## src/core/trim_bank_map.svh

```systemverilog
`ifndef TRIM_BANK_MAP_SVH
`define TRIM_BANK_MAP_SVH

// register offsets within the analog die window
`define BLOCKING_BASE      16'h0200
`define NONBLOCKING_BASE   16'h0300
`define OFS_BANDGAP_IREF   8'hF1
`define OFS_SLEEP_BANDGAP  8'hF2
`define OFS_OFFSET_COMP    8'hF3

// bandgap_iref_trim fields
`define BG_EN_BIT          7
`define BG_SPARE_BIT       6
`define BG_UP_BIT          5
`define BG_DN_BIT          4
`define IREF_EN_BIT        3

// sleep_bandgap_trim fields
`define SLP_EN_BIT         4
`define SLP_LOCK_BIT       3

// offset_comp_trim fields
`define OFF_EN_BIT         7
`define OFF_SPARE_EN_BIT   3

// reset values
`define BANDGAP_IREF_RST   8'h00
`define SLEEP_BANDGAP_RST  8'h00
`define OFFSET_COMP_RST    8'h00

// neutral codes presented while a trim is disabled
`define IREF_NEUTRAL       3'h0
`define SLEEP_NEUTRAL      3'h0
`define OFFSET_NEUTRAL     3'h0

`endif

```

## src/core/trim_bank_pkg.sv

```systemverilog
package trim_bank_pkg;

   typedef struct packed {
      logic       bandgap_trim_enable;
      logic       bandgap_slope_increase;
      logic       bandgap_slope_decrease;
      logic [2:0] current_ref_trim_code;
      logic [2:0] sleep_bandgap_trim_code;
      logic [2:0] offset_trim_code;
   } trim_out_t;

   typedef enum logic [1:0] {
      SEL_NONE,
      SEL_BANDGAP,
      SEL_SLEEP,
      SEL_OFFSET
   } reg_sel_t;

endpackage : trim_bank_pkg

```

## src/core/analog_trim_register_bank.sv

```systemverilog
`timescale 1ns/10ps
`include "trim_bank_map.svh"

// Summary of operation
// - bit 7 of the bandgap register enables the bandgap slope trim.
// - bit 5 of the bandgap register requests a higher bandgap slope.
// - bit 4 of the bandgap register requests a lower bandgap slope.
// - bit 3 of the bandgap register enables the current-reference trim.
// - bits 2 to 0 of the bandgap register hold the current-reference code.
// - bit 4 of the sleep register enables loading of the sleep code and lock.
// - once the sleep lock is set, new sleep trim values are refused.
// - device reset clears only the digital copies, locked sleep trim survives.
// - bits 2 to 0 of the sleep register hold the sleep bandgap code.
// - bit 7 of the offset register enables the code held in bits 6 to 4.
// - the offset code maps 000 and 111 to no change and others to steps.
// - bit 3 and bits 2 to 0 of the offset register are spare storage.
// - offsets decode from base 0x0200 blocking and 0x300 non-blocking.
// - on reset the first registers default while a locked sleep register stays.
module analog_trim_register_bank
   import trim_bank_pkg::*;
(
   // clock and device reset
   input  wire logic       core_clk_in,
   input  wire logic       rst_n_in,
   // power-on reset, only a full power cycle clears the locked sleep trim
   input  wire logic       por_n_in,
   // die-to-die register access
   input  wire logic [15:0] addr_in,
   input  wire logic        wr_en_in,
   input  wire logic        rd_en_in,
   input  wire logic [7:0]  wdata_in,
   output logic      [7:0]  rdata_out,
   output logic             rvalid_out,
   // trim values to the analog circuits
   output trim_out_t        trim_out,
   output logic             sleep_bandgap_lock_out,
   output logic             sleep_bandgap_trim_enable_out
);

   // page bytes of both windows, cut from the full base words
   localparam logic [15:0] BLOCKING_BASE_W    = `BLOCKING_BASE;
   localparam logic [15:0] NONBLOCKING_BASE_W = `NONBLOCKING_BASE;
   localparam logic [7:0]  BLOCKING_PAGE      = BLOCKING_BASE_W[15:8];
   localparam logic [7:0]  NONBLOCKING_PAGE   = NONBLOCKING_BASE_W[15:8];

   // offsets and reset words at their register widths
   localparam logic [7:0]  BANDGAP_OFS        = `OFS_BANDGAP_IREF;
   localparam logic [7:0]  SLEEP_OFS          = `OFS_SLEEP_BANDGAP;
   localparam logic [7:0]  OFFSET_OFS         = `OFS_OFFSET_COMP;
   localparam logic [7:0]  BANDGAP_RST_W      = `BANDGAP_IREF_RST;
   localparam logic [7:0]  OFFSET_RST_W       = `OFFSET_COMP_RST;
   localparam logic [7:0]  SLEEP_RST_W        = `SLEEP_BANDGAP_RST;
   localparam logic [4:0]  SLEEP_RST          = SLEEP_RST_W[4:0];

   // address decode and write strobes
   logic       page_hit;
   reg_sel_t   sel;
   logic       bg_wr;
   logic       off_wr;
   logic       slp_wr;
   logic       slp_load;

   // register state
   logic [7:0] bg_q;
   logic [7:0] bg_d;
   logic [7:0] off_q;
   logic [7:0] off_d;
   logic [4:0] slp_q;
   logic [4:0] slp_d;

   // field views of the stored registers
   logic       bandgap_trim_enable;
   logic       bandgap_reg_spare_bit;
   logic       bandgap_slope_increase;
   logic       bandgap_slope_decrease;
   logic       current_ref_trim_enable;
   logic [2:0] current_ref_trim_code;
   logic       sleep_bandgap_trim_enable;
   logic       sleep_bandgap_lock;
   logic [2:0] sleep_bandgap_trim_code;
   logic       offset_trim_enable;
   logic [2:0] offset_trim_code;
   logic       offset_reg_spare_enable;
   logic [2:0] offset_spare_bits;

   // read port and output next values
   logic [7:0] rdata_d;
   logic       rvalid_d;
   trim_out_t  trim_d;
   logic       lock_d;
   logic       slp_en_d;

   // either address window hits the same registers
   always_comb begin
      logic [7:0] ofs;
      ofs      = addr_in[7:0];
      page_hit = (addr_in[15:8] == BLOCKING_PAGE) ||
                 (addr_in[15:8] == NONBLOCKING_PAGE);
      sel      = SEL_NONE;
      if (page_hit) begin
         case (ofs)
            BANDGAP_OFS: sel = SEL_BANDGAP;
            SLEEP_OFS:   sel = SEL_SLEEP;
            OFFSET_OFS:  sel = SEL_OFFSET;
            default:     sel = SEL_NONE;
         endcase
      end
   end

   // one strobe per write, so a register takes at most one load a cycle
   always_comb begin
      bg_wr  = 1'b0;
      off_wr = 1'b0;
      slp_wr = 1'b0;
      if (wr_en_in) begin
         case (sel)
            SEL_BANDGAP: bg_wr  = 1'b1;
            SEL_OFFSET:  off_wr = 1'b1;
            SEL_SLEEP:   slp_wr = 1'b1;
            default:     ;
         endcase
      end
   end

   // lock refuses any later load, enable and lock included
   assign slp_load = slp_wr && !sleep_bandgap_lock;

   assign bandgap_trim_enable       = bg_q[`BG_EN_BIT];
   assign bandgap_reg_spare_bit     = bg_q[`BG_SPARE_BIT];
   assign bandgap_slope_increase    = bg_q[`BG_UP_BIT];
   assign bandgap_slope_decrease    = bg_q[`BG_DN_BIT];
   assign current_ref_trim_enable   = bg_q[`IREF_EN_BIT];
   assign current_ref_trim_code     = bg_q[2:0];
   assign sleep_bandgap_trim_enable = slp_q[`SLP_EN_BIT];
   assign sleep_bandgap_lock        = slp_q[`SLP_LOCK_BIT];
   assign sleep_bandgap_trim_code   = slp_q[2:0];
   assign offset_trim_enable        = off_q[`OFF_EN_BIT];
   assign offset_trim_code          = off_q[6:4];
   assign offset_reg_spare_enable   = off_q[`OFF_SPARE_EN_BIT];
   assign offset_spare_bits         = off_q[2:0];

   // bandgap and current-reference register
   always_comb begin
      bg_d = bg_q;
      if (bg_wr) begin
         bg_d[`BG_EN_BIT]    = wdata_in[`BG_EN_BIT];
         bg_d[`BG_SPARE_BIT] = wdata_in[`BG_SPARE_BIT];
         bg_d[`BG_UP_BIT]    = wdata_in[`BG_UP_BIT];
         bg_d[`BG_DN_BIT]    = wdata_in[`BG_DN_BIT];
         bg_d[`IREF_EN_BIT]  = wdata_in[`IREF_EN_BIT];
         bg_d[2:0]           = wdata_in[2:0];
      end
   end

   // digital copy, cleared by device reset
   always_ff @(posedge core_clk_in or negedge rst_n_in) begin
      if (!rst_n_in) begin
         bg_q <= BANDGAP_RST_W;
      end else begin
         bg_q <= bg_d;
      end
   end

   // offset compensation register, low nibble is spare storage
   always_comb begin
      off_d = off_q;
      if (off_wr) begin
         off_d[`OFF_EN_BIT]       = wdata_in[`OFF_EN_BIT];
         off_d[6:4]               = wdata_in[6:4];
         off_d[`OFF_SPARE_EN_BIT] = wdata_in[`OFF_SPARE_EN_BIT];
         off_d[2:0]               = wdata_in[2:0];
      end
   end

   // digital copy, cleared by device reset
   always_ff @(posedge core_clk_in or negedge rst_n_in) begin
      if (!rst_n_in) begin
         off_q <= OFFSET_RST_W;
      end else begin
         off_q <= off_d;
      end
   end

   // device reset is sampled here, so the clear needs one edge while it is low
   always_comb begin
      slp_d = slp_q;
      if (!rst_n_in) begin
         // a locked sleep trim survives device reset
         if (!sleep_bandgap_lock) begin
            slp_d = SLEEP_RST;
         end
      end else if (slp_load) begin
         slp_d[`SLP_EN_BIT] = wdata_in[`SLP_EN_BIT];
         // code and lock load only with the enable set
         if (wdata_in[`SLP_EN_BIT]) begin
            slp_d[`SLP_LOCK_BIT] = wdata_in[`SLP_LOCK_BIT];
            slp_d[2:0]           = wdata_in[2:0];
         end
      end
   end

   // only a power cycle clears a locked sleep trim
   always_ff @(posedge core_clk_in or negedge por_n_in) begin
      if (!por_n_in) begin
         slp_q <= SLEEP_RST;
      end else begin
         slp_q <= slp_d;
      end
   end

   // a read and a write in one cycle return the old value
   always_comb begin
      rdata_d  = 8'h00;
      rvalid_d = rd_en_in;
      if (rd_en_in) begin
         case (sel)
            SEL_BANDGAP: begin
               rdata_d[`BG_EN_BIT]    = bandgap_trim_enable;
               rdata_d[`BG_SPARE_BIT] = bandgap_reg_spare_bit;
               rdata_d[`BG_UP_BIT]    = bandgap_slope_increase;
               rdata_d[`BG_DN_BIT]    = bandgap_slope_decrease;
               rdata_d[`IREF_EN_BIT]  = current_ref_trim_enable;
               rdata_d[2:0]           = current_ref_trim_code;
            end
            SEL_SLEEP: begin
               // bits 7 to 5 read zero
               rdata_d[`SLP_EN_BIT]   = sleep_bandgap_trim_enable;
               rdata_d[`SLP_LOCK_BIT] = sleep_bandgap_lock;
               rdata_d[2:0]           = sleep_bandgap_trim_code;
            end
            SEL_OFFSET: begin
               rdata_d[`OFF_EN_BIT]       = offset_trim_enable;
               rdata_d[6:4]               = offset_trim_code;
               rdata_d[`OFF_SPARE_EN_BIT] = offset_reg_spare_enable;
               rdata_d[2:0]               = offset_spare_bits;
            end
            default: rdata_d = 8'h00;
         endcase
      end
   end

   // read data stands for one cycle after the strobe
   always_ff @(posedge core_clk_in or negedge rst_n_in) begin
      if (!rst_n_in) begin
         rdata_out  <= 8'h00;
         rvalid_out <= 1'b0;
      end else begin
         rdata_out  <= rdata_d;
         rvalid_out <= rvalid_d;
      end
   end

   // disabled trims present neutral codes so stale fields have no effect
   always_comb begin
      trim_d   = '0;
      lock_d   = sleep_bandgap_lock;
      slp_en_d = sleep_bandgap_trim_enable;
      if (bandgap_trim_enable) begin
         trim_d.bandgap_trim_enable    = 1'b1;
         trim_d.bandgap_slope_increase = bandgap_slope_increase;
         trim_d.bandgap_slope_decrease = bandgap_slope_decrease;
      end
      if (current_ref_trim_enable) begin
         trim_d.current_ref_trim_code = current_ref_trim_code;
      end else begin
         trim_d.current_ref_trim_code = `IREF_NEUTRAL;
      end
      if (sleep_bandgap_trim_enable) begin
         trim_d.sleep_bandgap_trim_code = sleep_bandgap_trim_code;
      end else begin
         trim_d.sleep_bandgap_trim_code = `SLEEP_NEUTRAL;
      end
      if (offset_trim_enable) begin
         trim_d.offset_trim_code = offset_trim_code;
      end else begin
         trim_d.offset_trim_code = `OFFSET_NEUTRAL;
      end
   end

   // registered so the analog side never sees decode glitches
   always_ff @(posedge core_clk_in or negedge rst_n_in) begin
      if (!rst_n_in) begin
         trim_out <= '0;
      end else begin
         trim_out <= trim_d;
      end
   end

   // status copies drop during device reset and return one edge after release
   always_ff @(posedge core_clk_in or negedge rst_n_in) begin
      if (!rst_n_in) begin
         sleep_bandgap_lock_out        <= 1'b0;
         sleep_bandgap_trim_enable_out <= 1'b0;
      end else begin
         sleep_bandgap_lock_out        <= lock_d;
         sleep_bandgap_trim_enable_out <= slp_en_d;
      end
   end

endmodule : analog_trim_register_bank

```

## config.mk

```make
export PLATFORM = sky130hd
export DESIGN_NAME = analog_trim_register_bank
export DESIGN_NICKNAME = d
export VERILOG_FILES = /design/src/core/trim_bank_pkg.sv /design/src/core/analog_trim_register_bank.sv
export VERILOG_INCLUDE_DIRS = /design/src /design/src/core
export SDC_FILE = /design/constraint.sdc
export NUM_CORES = 1
export LEC_CHECK = 0
export BUFFER_PORTS_ARGS = -buffer_cell sky130_fd_sc_hd__buf_2
export CAP_MARGIN = 40
export CORE_MARGIN = 4
export CORE_UTILIZATION = 50
export DETAILED_ROUTE_END_ITERATION = 12
export GPL_ROUTABILITY_DRIVEN = 0
export HOLD_SLACK_MARGIN = 0.1
export PLACE_DENSITY = 0.77
export SLEW_MARGIN = 20
export SYNTH_ARGS = -nofsm -noshare
export SYNTH_HDL_FRONTEND = slang
export SYNTH_SLANG_ARGS = --single-unit
```

## constraint.sdc

```tcl
create_clock -name core_clk_in -period 3.5 [get_ports core_clk_in]
set_clock_uncertainty 0.1 [all_clocks]
set_input_delay 0.525 -clock core_clk_in [delete_from_list [all_inputs] [get_ports core_clk_in]]
set_output_delay 0.525 -clock core_clk_in [all_outputs]
set_load 0.01 [all_outputs]
```

==> flow_summary.json, run 1 <==
{
  "drtPass1Iterations": 4,
  "p_leak_uw": 0.001147,
  "cts.sinks": 44,
  "tightest_slew_ps": 453.8,
  "rsz0062_at_grt": "no",
  "timing_max_transition_violations_final": 0,
  "hold_path.class": "primary input to register",
  "worst-setup-path-type": "primary input to register",
  "routed_wl_mm": 3.582,
  "drc": 0,
  "p_per_area_nw_per_um2": 374.2,
  "setup_viol": 0,
  "synthCells": 130,
  "clk_latency_ps": 340,
  "vias": 1232,
  "synth-edff-count": 0,
  "finalSetupTns_ps": 0,
  "cp.required_ps": 3630,
  "numPortBuffers": 50,
  "post-synth-top-count-cell": "dfrtp_1",
  "arrival_ps": 2550,
  "p_int_uw": 641.5,
  "yosys.area.top_type": "dfrtp_1",
  "clockRootBuffer": "clkbuf_4",
  "coreArea_um2": 3390,
  "comb_power_share_pct": 5.9,
  "cts_tree": "yes",
  "yosys_register_bits": 44,
  "startpoint": "addr_in[11]",
  "area_delta_synth_final_pct": 20.99,
  "power_uw": 812.2,
  "antenna_cells": 0,
  "syn_area_um2": 1794,
  "ir_drop_mv": 0.1628,
  "die_area_um2": 4611,
  "start_util_pct": 52.93,
  "rows": 21,
  "track_usage_pct": 17.37,
  "cpPeakStageDelay_ps": 570,
  "hold_viol_final": 0,
  "worst_setup_path_end_kind": "register",
  "antenna_found_initial": 0,
  "finalCriticalPeriod_ps": 2424,
  "r2r_cells": 4,
  "dp_cells": 223,
  "antenna_left": 0,
  "drive_gt1_share_pct": 46.77,
  "fin_crit_sh_pct": 69.25,
  "timing.rr.start": "slp_q[3]$_DFFE_PN0P_",
  "synth_cell_type_count": 30,
  "reg2reg_slack_ps": 1950,
  "setup.worst_path.start_class": "primary input",
  "via_per_inst": 5.310,
  "drt-initial-drc-count": 81,
  "cts.clk_slew.worst_paths_ps": 110,
  "post_cts_buffers": 0,
  "cp_cell_sequence": "buf_2, or4b_4, nor4_4, and4b_1, mux2_2",
  "clockPowerShare_pct": 31.4,
  "synth_nets": 159,
  "p_sw_uw": 170.7,
  "pwr-share-seq_pct": 62.7,
  "finalNonFillerCells": 232,
  "cts_max_level": 2,
  "die_h_um": 67.91,
  "yosys_warnings": 0,
  "postSynthAreaPerCell_um2": 13.80,
  "cts_buffers": 5,
  "overflow": 0,
  "grt_pass1_wl_mm": 5.775,
  "grt_pass1_vias": 1264,
  "ys_seq_area_share_pct": 61.37,
  "synthFlopType": "dfrtp_1",
  "cap_viol_max_count": 0,
  "slew_headroom_pct": 69.72,
  "synth_top_area_share_pct": 61.37,
  "hp-start": "rd_en_in",
  "cts_max_path_buffers": 2,
  "status": "completed",
  "dieWidth_um": 67.91,
  "crit_fanout": 8,
  "ios": 52,
  "grt_max_degree": 37,
  "async_reset_ff_share_pct": 100.0,
  "fmax_mhz": 412.6,
  "synth_commonest_cells": "44 x dfrtp_1, 21 x mux2_2, 11 x and2_1, 9 x nand2_1, 9 x nor2_1",
  "fin_nets": 215,
  "fin_util_pct": 64.05,
  "cp_slowest_cell": "or4b_4",
  "wl_per_cell_um": 15.44,
  "dp_hpwl_mm": 2.746,
  "swShare_pct": 21.02,
  "yosys-top-cells-area": "dfrtp_1 61%, mux2_2 13%, and2_1 3.8%",
  "holdPathStages": 1
}
==> cell type report <==
class / instances / area [µm²]
Tap cell: 46 / 57.56
Fill cell: 266 / 1219
Inverter: 1 / 3.754
Multi-Input combinational cell: 81 / 665.6
Timing Repair Buffer: 53 / 277.8
Sequential cell: 44 / 1101
Clock buffer: 7 / 65.06
==> critical path, delay by kind of cell <==
kind	cells	cell delay, ps
and+or+nand+nor	3	1530
muxes	1	390
buffers and inverters	1	90
==> flip-flops by register name, indices dropped and copies added, names as in the netlist <==
name,cells
slp_q,5
rvalid_out,1
sleep_bandgap_lock_out,1
trim_out,12
off_q,8
rdata_out,8
sleep_bandgap_trim_enable_out,1
bg_q,8
==> worst paths after layout <==
check	endpoint
max reg2reg	slp_q[4]$_DFFE_PN0P_
min in group asynchronous	slp_q[4]$_DFFE_PN0P_
max	bg_q[1]$_DFFE_PN0P_
min reg2reg	trim_out[11]$_DFF_PN0_
min	rvalid_out$_DFF_PN0_
max in group asynchronous	bg_q[7]$_DFFE_PN0P_
==> kinds of logic (layout without fill, tap and decap cells) <==
kind of cell	count (synthesis)	count (layout)	synth area share [%]
AND/OR/NAND/NOR	46	46	17.36
AO/OA/AOI/OAI	11	11	4.882
buffers and inverters	5	61	1.533
flip-flops	44	44	61.37
multiplexers	24	24	14.85
==> per-stage QoR <==
| stage | setup WS, ps | cell area (µm²) | hold slack, ps |
|---|---|---|---|
| 6_report | 1076 | 2171 | 227.1 |
| 5_1_grt | 1061 | 2171 | 215.5 |
| 4_1_cts | 1090 | 2171 | 218.2 |
| 3_5_place_dp | 723.6 | 2086 | 243.9 |
| 3_3_place_gp | 792.4 | 2086 | 239.0 |
| 2_1_floorplan | 1135 | 1794 | 129.4 |
==> power by group through the flow <==
stage / clock (µW) / sequential, µW / combinational, µW
6_report: 255 / 509 / 48.1
5_1_grt: 292 / 509 / 54.0
4_1_cts: 265 / 509 / 48.7
3_5_place_dp: 0 / 519 / 46.7
3_3_place_gp: 0 / 519 / 45.1
2_1_floorplan: 0 / 519 / 13.9
==> layer usage <==
metal / GRT usage [%] / share of wire, %
met5: 0 / 0
met4: 8.933 / 2.1
met3: 3.120 / 5.6
met2: 28.07 / 50
met1: 22.39 / 43
==> layout by cell type (no fill, tap or decap), drive strengths merged <==
cell         Yosys  final
a221o            1      1
nand4b           1      1
dfrtp           44     44
dlygate4sd3      0      2
and4             1      1
nand2            9      9
and4b            1      1
nand3            1      1
or4b             1      1
a22oi            5      5
or2              1      1
or3b             1      1
mux2            21     21
o211ai           3      3
nor2b            1      1
or3              1      1
mux2i            3      3
nor4             2      2
buf              3     51
clkbuf           1      7
and2            12     12
a31o             1      1
or4bb            1      1
a41oi            1      1
inv              1      1
nor2             9      9
nand4            4      4
==> what timing repair did <==
item / CTS / global route
hold buffers: 2 / 0
resized for setup: 0 / 0
hold endpoints to repair: 8 / 0
Note: power is estimated with default switching activity, not from simulation.
==> run 2, diff against run 1 <==
Settings changed: ABC_AREA from default to 1, CORE_UTILIZATION 50 to 47, PLACE_DENSITY 0.77 to 0.75.
Clock period 3.5 ns to 2.2 ns, I/O delays scaled along.
==> flow_summary.json, run 2 <==
{
  "routed_wl_mm": 3.867,
  "yosys-top-cells-area": "dfrtp_1 56%, nand2_1 10%, inv_1 7.9%",
  "hold_path.class": "primary input to async pin",
  "synthCells": 218,
  "synth_nets": 247,
  "drtPass1Iterations": 4,
  "ios": 52,
  "yosys_warnings": 0,
  "async_reset_ff_share_pct": 100.0,
  "setup.worst_path.start_class": "primary input",
  "ctsHoldBuffers": 2,
  "slew_headroom_pct": 68.36,
  "stdcell_area_um2": 2389,
  "synth-edff-count": 0,
  "cts_buffers": 5,
  "p_per_area_nw_per_um2": 622.2,
  "antenna_left": 0,
  "track_usage_pct": 16.12,
  "status": "completed",
  "tightest_slew_ps": 474.6,
  "cap_viol_max_count": 0,
  "p_int_uw": 1172,
  "worst_setup_path_end_kind": "register",
  "pwr-share-seq_pct": 54.5,
  "dpl_cell_area_um2": 2257,
  "dieWidth_um": 72.49,
  "ys_seq_area_share_pct": 56.34,
  "rsz0062_at_grt": "no",
  "clockRootBuffer": "clkbuf_8",
  "largest_register_ff_count": 12,
  "yosys.area.top_type": "dfrtp_1",
  "antenna_cells": 0,
  "worst-setup-path-type": "primary input to register",
  "postSynthAreaPerCell_um2": 8.965,
  "cts_tree": "yes",
  "via_per_inst": 4.642,
  "synth_top_area_share_pct": 56.34,
  "post-synth-top-count-cell": "nand2_1",
  "synth_cell_type_count": 19,
  "vias": 1518,
  "comb_power_share_pct": 5.0,
  "clockPowerShare_pct": 40.6,
  "swShare_pct": 21.15,
  "timing_max_transition_violations_final": 0,
  "yosys_register_bits": 44,
  "cts.sinks": 44,
  "finalSetupTns_ps": 0,
  "cts_max_path_buffers": 2,
  "synthFlopType": "dfrtp_1",
  "drc": 0,
  "cp.required_ps": 2290,
  "synth_commonest_cells": "53 x nand2_1, 44 x dfrtp_1, 41 x inv_1, 25 x nand3_1, 11 x nor2_1",
  "wl_per_cell_um": 11.83,
  "numPortBuffers": 50,
  "largest-register": "trim_out",
  "grt_max_degree": 40,
  "hold_viol_final": 0,
  "p_leak_uw": 0.001472,
  "fmax_mhz": 749.3,
  "final_cell_mix": "53 x nand2_1, 50 x buf_2, 44 x dfrtp_1, 41 x inv_1, 25 x nand3_1",
  "layout_commonest_cell": "nand2_1",
  "finalCriticalPeriod_ps": 1335,
  "start_util_pct": 48.86,
  "p_sw_uw": 314.3,
  "antenna_found_initial": 0,
  "ir_drop_mv": 0.3427,
  "cts.clk_slew.worst_paths_ps": 80,
  "overflow": 0,
  "area_delta_synth_final_pct": 22.22,
  "grt_pass1_wl_mm": 6.541,
  "dp_hpwl_mm": 2.951,
  "cts_max_level": 2,
  "arrival_ps": 1420,
  "clk_latency_ps": 290,
  "crit_fanout": 16,
  "drt-initial-drc-count": 89,
  "post_cts_buffers": 0,
  "die_h_um": 72.49,
  "syn_area_um2": 1954,
  "drive_gt1_share_pct": 31.05,
  "rows": 23,
  "postCtsResizedCells": 0,
  "die_area_um2": 5254,
  "setup_viol": 0,
  "fin_crit_sh_pct": 60.66,
  "fin_nets": 305,
  "coreArea_um2": 4000,
  "grt_pass1_vias": 1497
}
==> run 2: worst paths after layout <==
path                                      start                     end  slack [ps]  depth (start not counted)
min                                    rst_n_in   trim_out[3]$_DFF_PN0_         100                          2
min in group core_clk_in            wdata_in[3]    slp_q[3]$_DFFE_PN0P_         190                          3
max in group asynchronous              rst_n_in    rvalid_out$_DFF_PN0_        1580                          2
max                                 addr_in[11]    off_q[7]$_DFFE_PN0P_         870                          9
min reg2reg                 bg_q[7]$_DFFE_PN0P_  trim_out[11]$_DFF_PN0_         380                          0
max reg2reg                slp_q[3]$_DFFE_PN0P_    slp_q[4]$_DFFE_PN0P_         970                          5
==> run 2: layer usage <==
layer / vias up / track usage [%] / part of all wire (%)
met4: 0 / 5.738 / 1.2
met1: 681 / 21.12 / 45
met5: - / 0 / 0
li1: 787 / - / -
met3: 6 / 4.432 / 5.8
met2: 44 / 25.78 / 48
==> run 2: worst max-delay path, stage by stage <==
cell and delay, ps:
buf_2 90, nor2_1 90, nand2_1 100, nor2_4 190, nand2_4 130, nor2_8 160, nand2_4 160, nand2_1 120
o21ai_2 50
==> run 2: area by class of cell <==
type                            count  area, µm²
Multi-Input combinational cell    128      663.1
Inverter                           42      157.7
Timing Repair Buffer               55      292.8
Tap cell                           50      62.56
Fill cell                         374       1612
Clock buffer                        5      68.82
Sequential cell                    44       1101
Clock inverter                      3      42.54
==> run 2: per-stage QoR <==
step           instances  power, µW  setup WS (ps)  hold slack [ps]  utilization (%)
3_5_place_dp         317      897.9          535.8            50.85            56.43
6_report             327       1486          865.4            100.6            59.71
4_1_cts              327       1504          856.6            106.6            59.71
2_1_floorplan        218      846.0          736.6           -65.59                -
5_1_grt              327       1543          725.5            149.0            59.71
3_3_place_gp         317      895.9          564.4            47.40            56.43
==> run 2: power by group through the flow <==
stage / registers (µW) / clock network [µW] / logic, µW
5_1_grt: 810 / 649 / 84.4
6_report: 809 / 603 / 73.7
3_5_place_dp: 826 / 0 / 72.3
3_3_place_gp: 826 / 0 / 70.4
4_1_cts: 809 / 619 / 75.2
2_1_floorplan: 826 / 0 / 19.7
==> run 2: logic make-up (layout without fill, tap and decap cells) <==
kind of cell / Yosys count / after routing / share of synthesized area [%]
compound gates: 21 / 21 / 7.490
buf+inv: 46 / 105 / 9.731
flops: 44 / 44 / 56.34
simple gates: 107 / 107 / 26.44
==> run 3, diff against run 2 <==
Settings changed: ABC_AREA 1 to 0, CORE_UTILIZATION 47 to 50, PLACE_DENSITY 0.75 to 0.77.
Clock period 2.2 ns to 1.4 ns, I/O delays scaled along.
==> flow_summary.json, run 3 (same netlist as run 1, synthesis figures left out) <==
{
  "ios": 52,
  "via_per_inst": 5.331,
  "setup.worst_path.start_class": "primary input",
  "wl_met1_mm": 1.661,
  "final_cell_mix": "47 x buf_2, 44 x dfrtp_1, 13 x buf_4, 12 x mux2_2, 12 x dlygate4sd3_1",
  "cp_slowest_cell": "or4bb_4",
  "cts_buffers": 5,
  "swShare_pct": 19.93,
  "finalCriticalPeriod_ps": 1603,
  "pwr-share-seq_pct": 53.7,
  "vias": 1354,
  "fmax_mhz": 624.0,
  "p_leak_uw": 0.001290,
  "fillers": 222,
  "drive_gt1_share_pct": 50.00,
  "routed.top_layer": "met4",
  "cts_tree": "yes",
  "timing_max_transition_violations_final": 0,
  "p_sw_uw": 472.7,
  "worst-setup-path-type": "primary input to register",
  "fin_hold_ws_ps": 202.2,
  "finalSetupTns_ps": -2782,
  "overflow": 0,
  "numPortBuffers": 50,
  "critPathBufInv": 1,
  "dr_wl_met2_mm": 2.034,
  "reg2reg_slack_ps": 80,
  "start_util_pct": 52.93,
  "cp.required_ps": 1550,
  "reg2reg_to": "slp_q[4]$_DFFE_PN0P_",
  "dp_hpwl_mm": 2.921,
  "cap_viol_max_count": 0,
  "largest-register": "trim_out",
  "grt_max_degree": 40,
  "cts_max_path_buffers": 2,
  "wl_per_cell_um": 16.08,
  "dieWidth_um": 67.91,
  "drt-initial-drc-count": 54,
  "clockRootBuffer": "clkbuf_4",
  "cts_max_level": 2,
  "area_delta_synth_final_pct": 38.15,
  "worst_setup_path_end_kind": "register",
  "cpPeakStageDelay_ps": 540,
  "violations": "setup timing",
  "die_h_um": 67.91,
  "rsz0062_at_grt": "yes",
  "cts.sinks": 44,
  "fin_crit_sh_pct": 114.5,
  "layout_commonest_cell": "buf_2",
  "grt_pass1_wl_mm": 6.748,
  "track_usage_pct": 20.39,
  "rows": 21,
  "largest_register_ff_count": 12,
  "grt_pass1_vias": 1425,
  "die_area_um2": 4611,
  "ir_drop_mv": 0.5944,
  "crit_family": "simple AND/OR/NAND/NOR gates",
  "pre_cts_slack_ps": -588.9,
  "crit_fanout": 8,
  "tightest_slew_ps": 454.5,
  "status": "finished with violations",
  "hold_viol_final": 0,
  "finalNonFillerCells": 254,
  "timing.rr.start": "slp_q[3]$_DFFE_PN0P_",
  "arrival_ps": 1760,
  "cp_cell_sequence": "buf_6, or4bb_4, nor4_4, nand4_4, mux2_4",
  "setup_viol": 17,
  "startpoint": "addr_in[2]",
  "antenna_found_initial": 0,
  "cts.clk_slew.worst_paths_ps": 120,
  "p_per_area_nw_per_um2": 956.7,
  "crit_path_end": "off_q[1]$_DFFE_PN0P_",
  "slew_headroom_pct": 69.70,
  "route.met3.wl_um": 275,
  "drtPass1Iterations": 4,
  "clockPowerShare_pct": 39.4,
  "r2r_cells": 4,
  "routed_wl_mm": 4.084,
  "cp.depth": 5,
  "hold_path.class": "primary input to register",
  "drc": 0,
  "comb_power_share_pct": 7.0,
  "finalWorstSetupSlack_ps": -202.6,
  "p_int_uw": 1899,
  "antenna_left": 0,
  "clk_latency_ps": 360,
  "coreArea_um2": 3390,
  "dp_cells": 233,
  "antenna_cells": 0,
  "fin_nets": 237
}
==> run 3: stage by stage <==
step           area, µm²  util (%)  power (µW)
5_1_grt             2479     73.13        2461
2_1_floorplan       1829         -        1334
3_5_place_dp        2196     64.78        1427
3_3_place_gp        2196     64.78        1421
6_report            2479     73.13        2371
4_1_cts             2456     72.46        2371
==> run 3: worst reg2reg max path: stages (launching register included) <==
cell	delay (ps)
dfrtp_1	380
nor2b_1	50
and4_1	210
and2_4	180
a221o_1	300
==> run 3: power groups by stage <==
| stage | Sequential [µW] | Clock, µW | Combinational (µW) |
|---|---|---|---|
| floorplan | 1300 | 0 | 35.7 |
| global placement | 1300 | 0 | 124 |
| detailed placement | 1300 | 0 | 129 |
| CTS | 1270 | 938 | 161 |
| global route | 1270 | 1010 | 182 |
| finish | 1270 | 934 | 165 |
==> run 3: layer usage <==
metal	vias to the layer above	track usage [%]
met5	-	0
met4	0	9.429
met3	9	5.583
met2	55	32.08
met1	663	26.27
li1	627	-
==> run 3: what timing repair did <==
item,CTS,global route
endpoints found under the hold margin,73,0
hold buffers,12,0
resized for setup,5,5
endpoints found under the setup margin,18,21
pin swaps,2,1
setup buffers,2,1
==> run 3: layout make-up <==
cell class,instances,area [µm²],share of cell area (%)
tap,46,57.56,2.322
multi-input combinational,81,732.0,29.53
clock inverter,2,60.06,2.423
timing repair buffer,75,486.7,19.64
sequential,44,1101,44.42
clock buffer,5,37.54,1.514
inverter,1,3.754,0.1514
==> run 3: worst min-delay path by stage <==
stage | start | to | slack, ps | cells past startpoint
2_1_floorplan | rst_n_in | bg_q[0]$_DFFE_PN0P_ | -190 | 0
3_3_place_gp | por_n_in | slp_q[1]$_DFFE_PN0P_ | -80 | 1
3_5_place_dp | por_n_in | slp_q[4]$_DFFE_PN0P_ | -70 | 1
4_1_cts | addr_in[1] | rdata_out[1]$_DFF_PN0_ | 210 | 4
5_1_grt | addr_in[0] | rdata_out[7]$_DFF_PN0_ | 190 | 4
6_report | addr_in[0] | rdata_out[5]$_DFF_PN0_ | 200 | 4
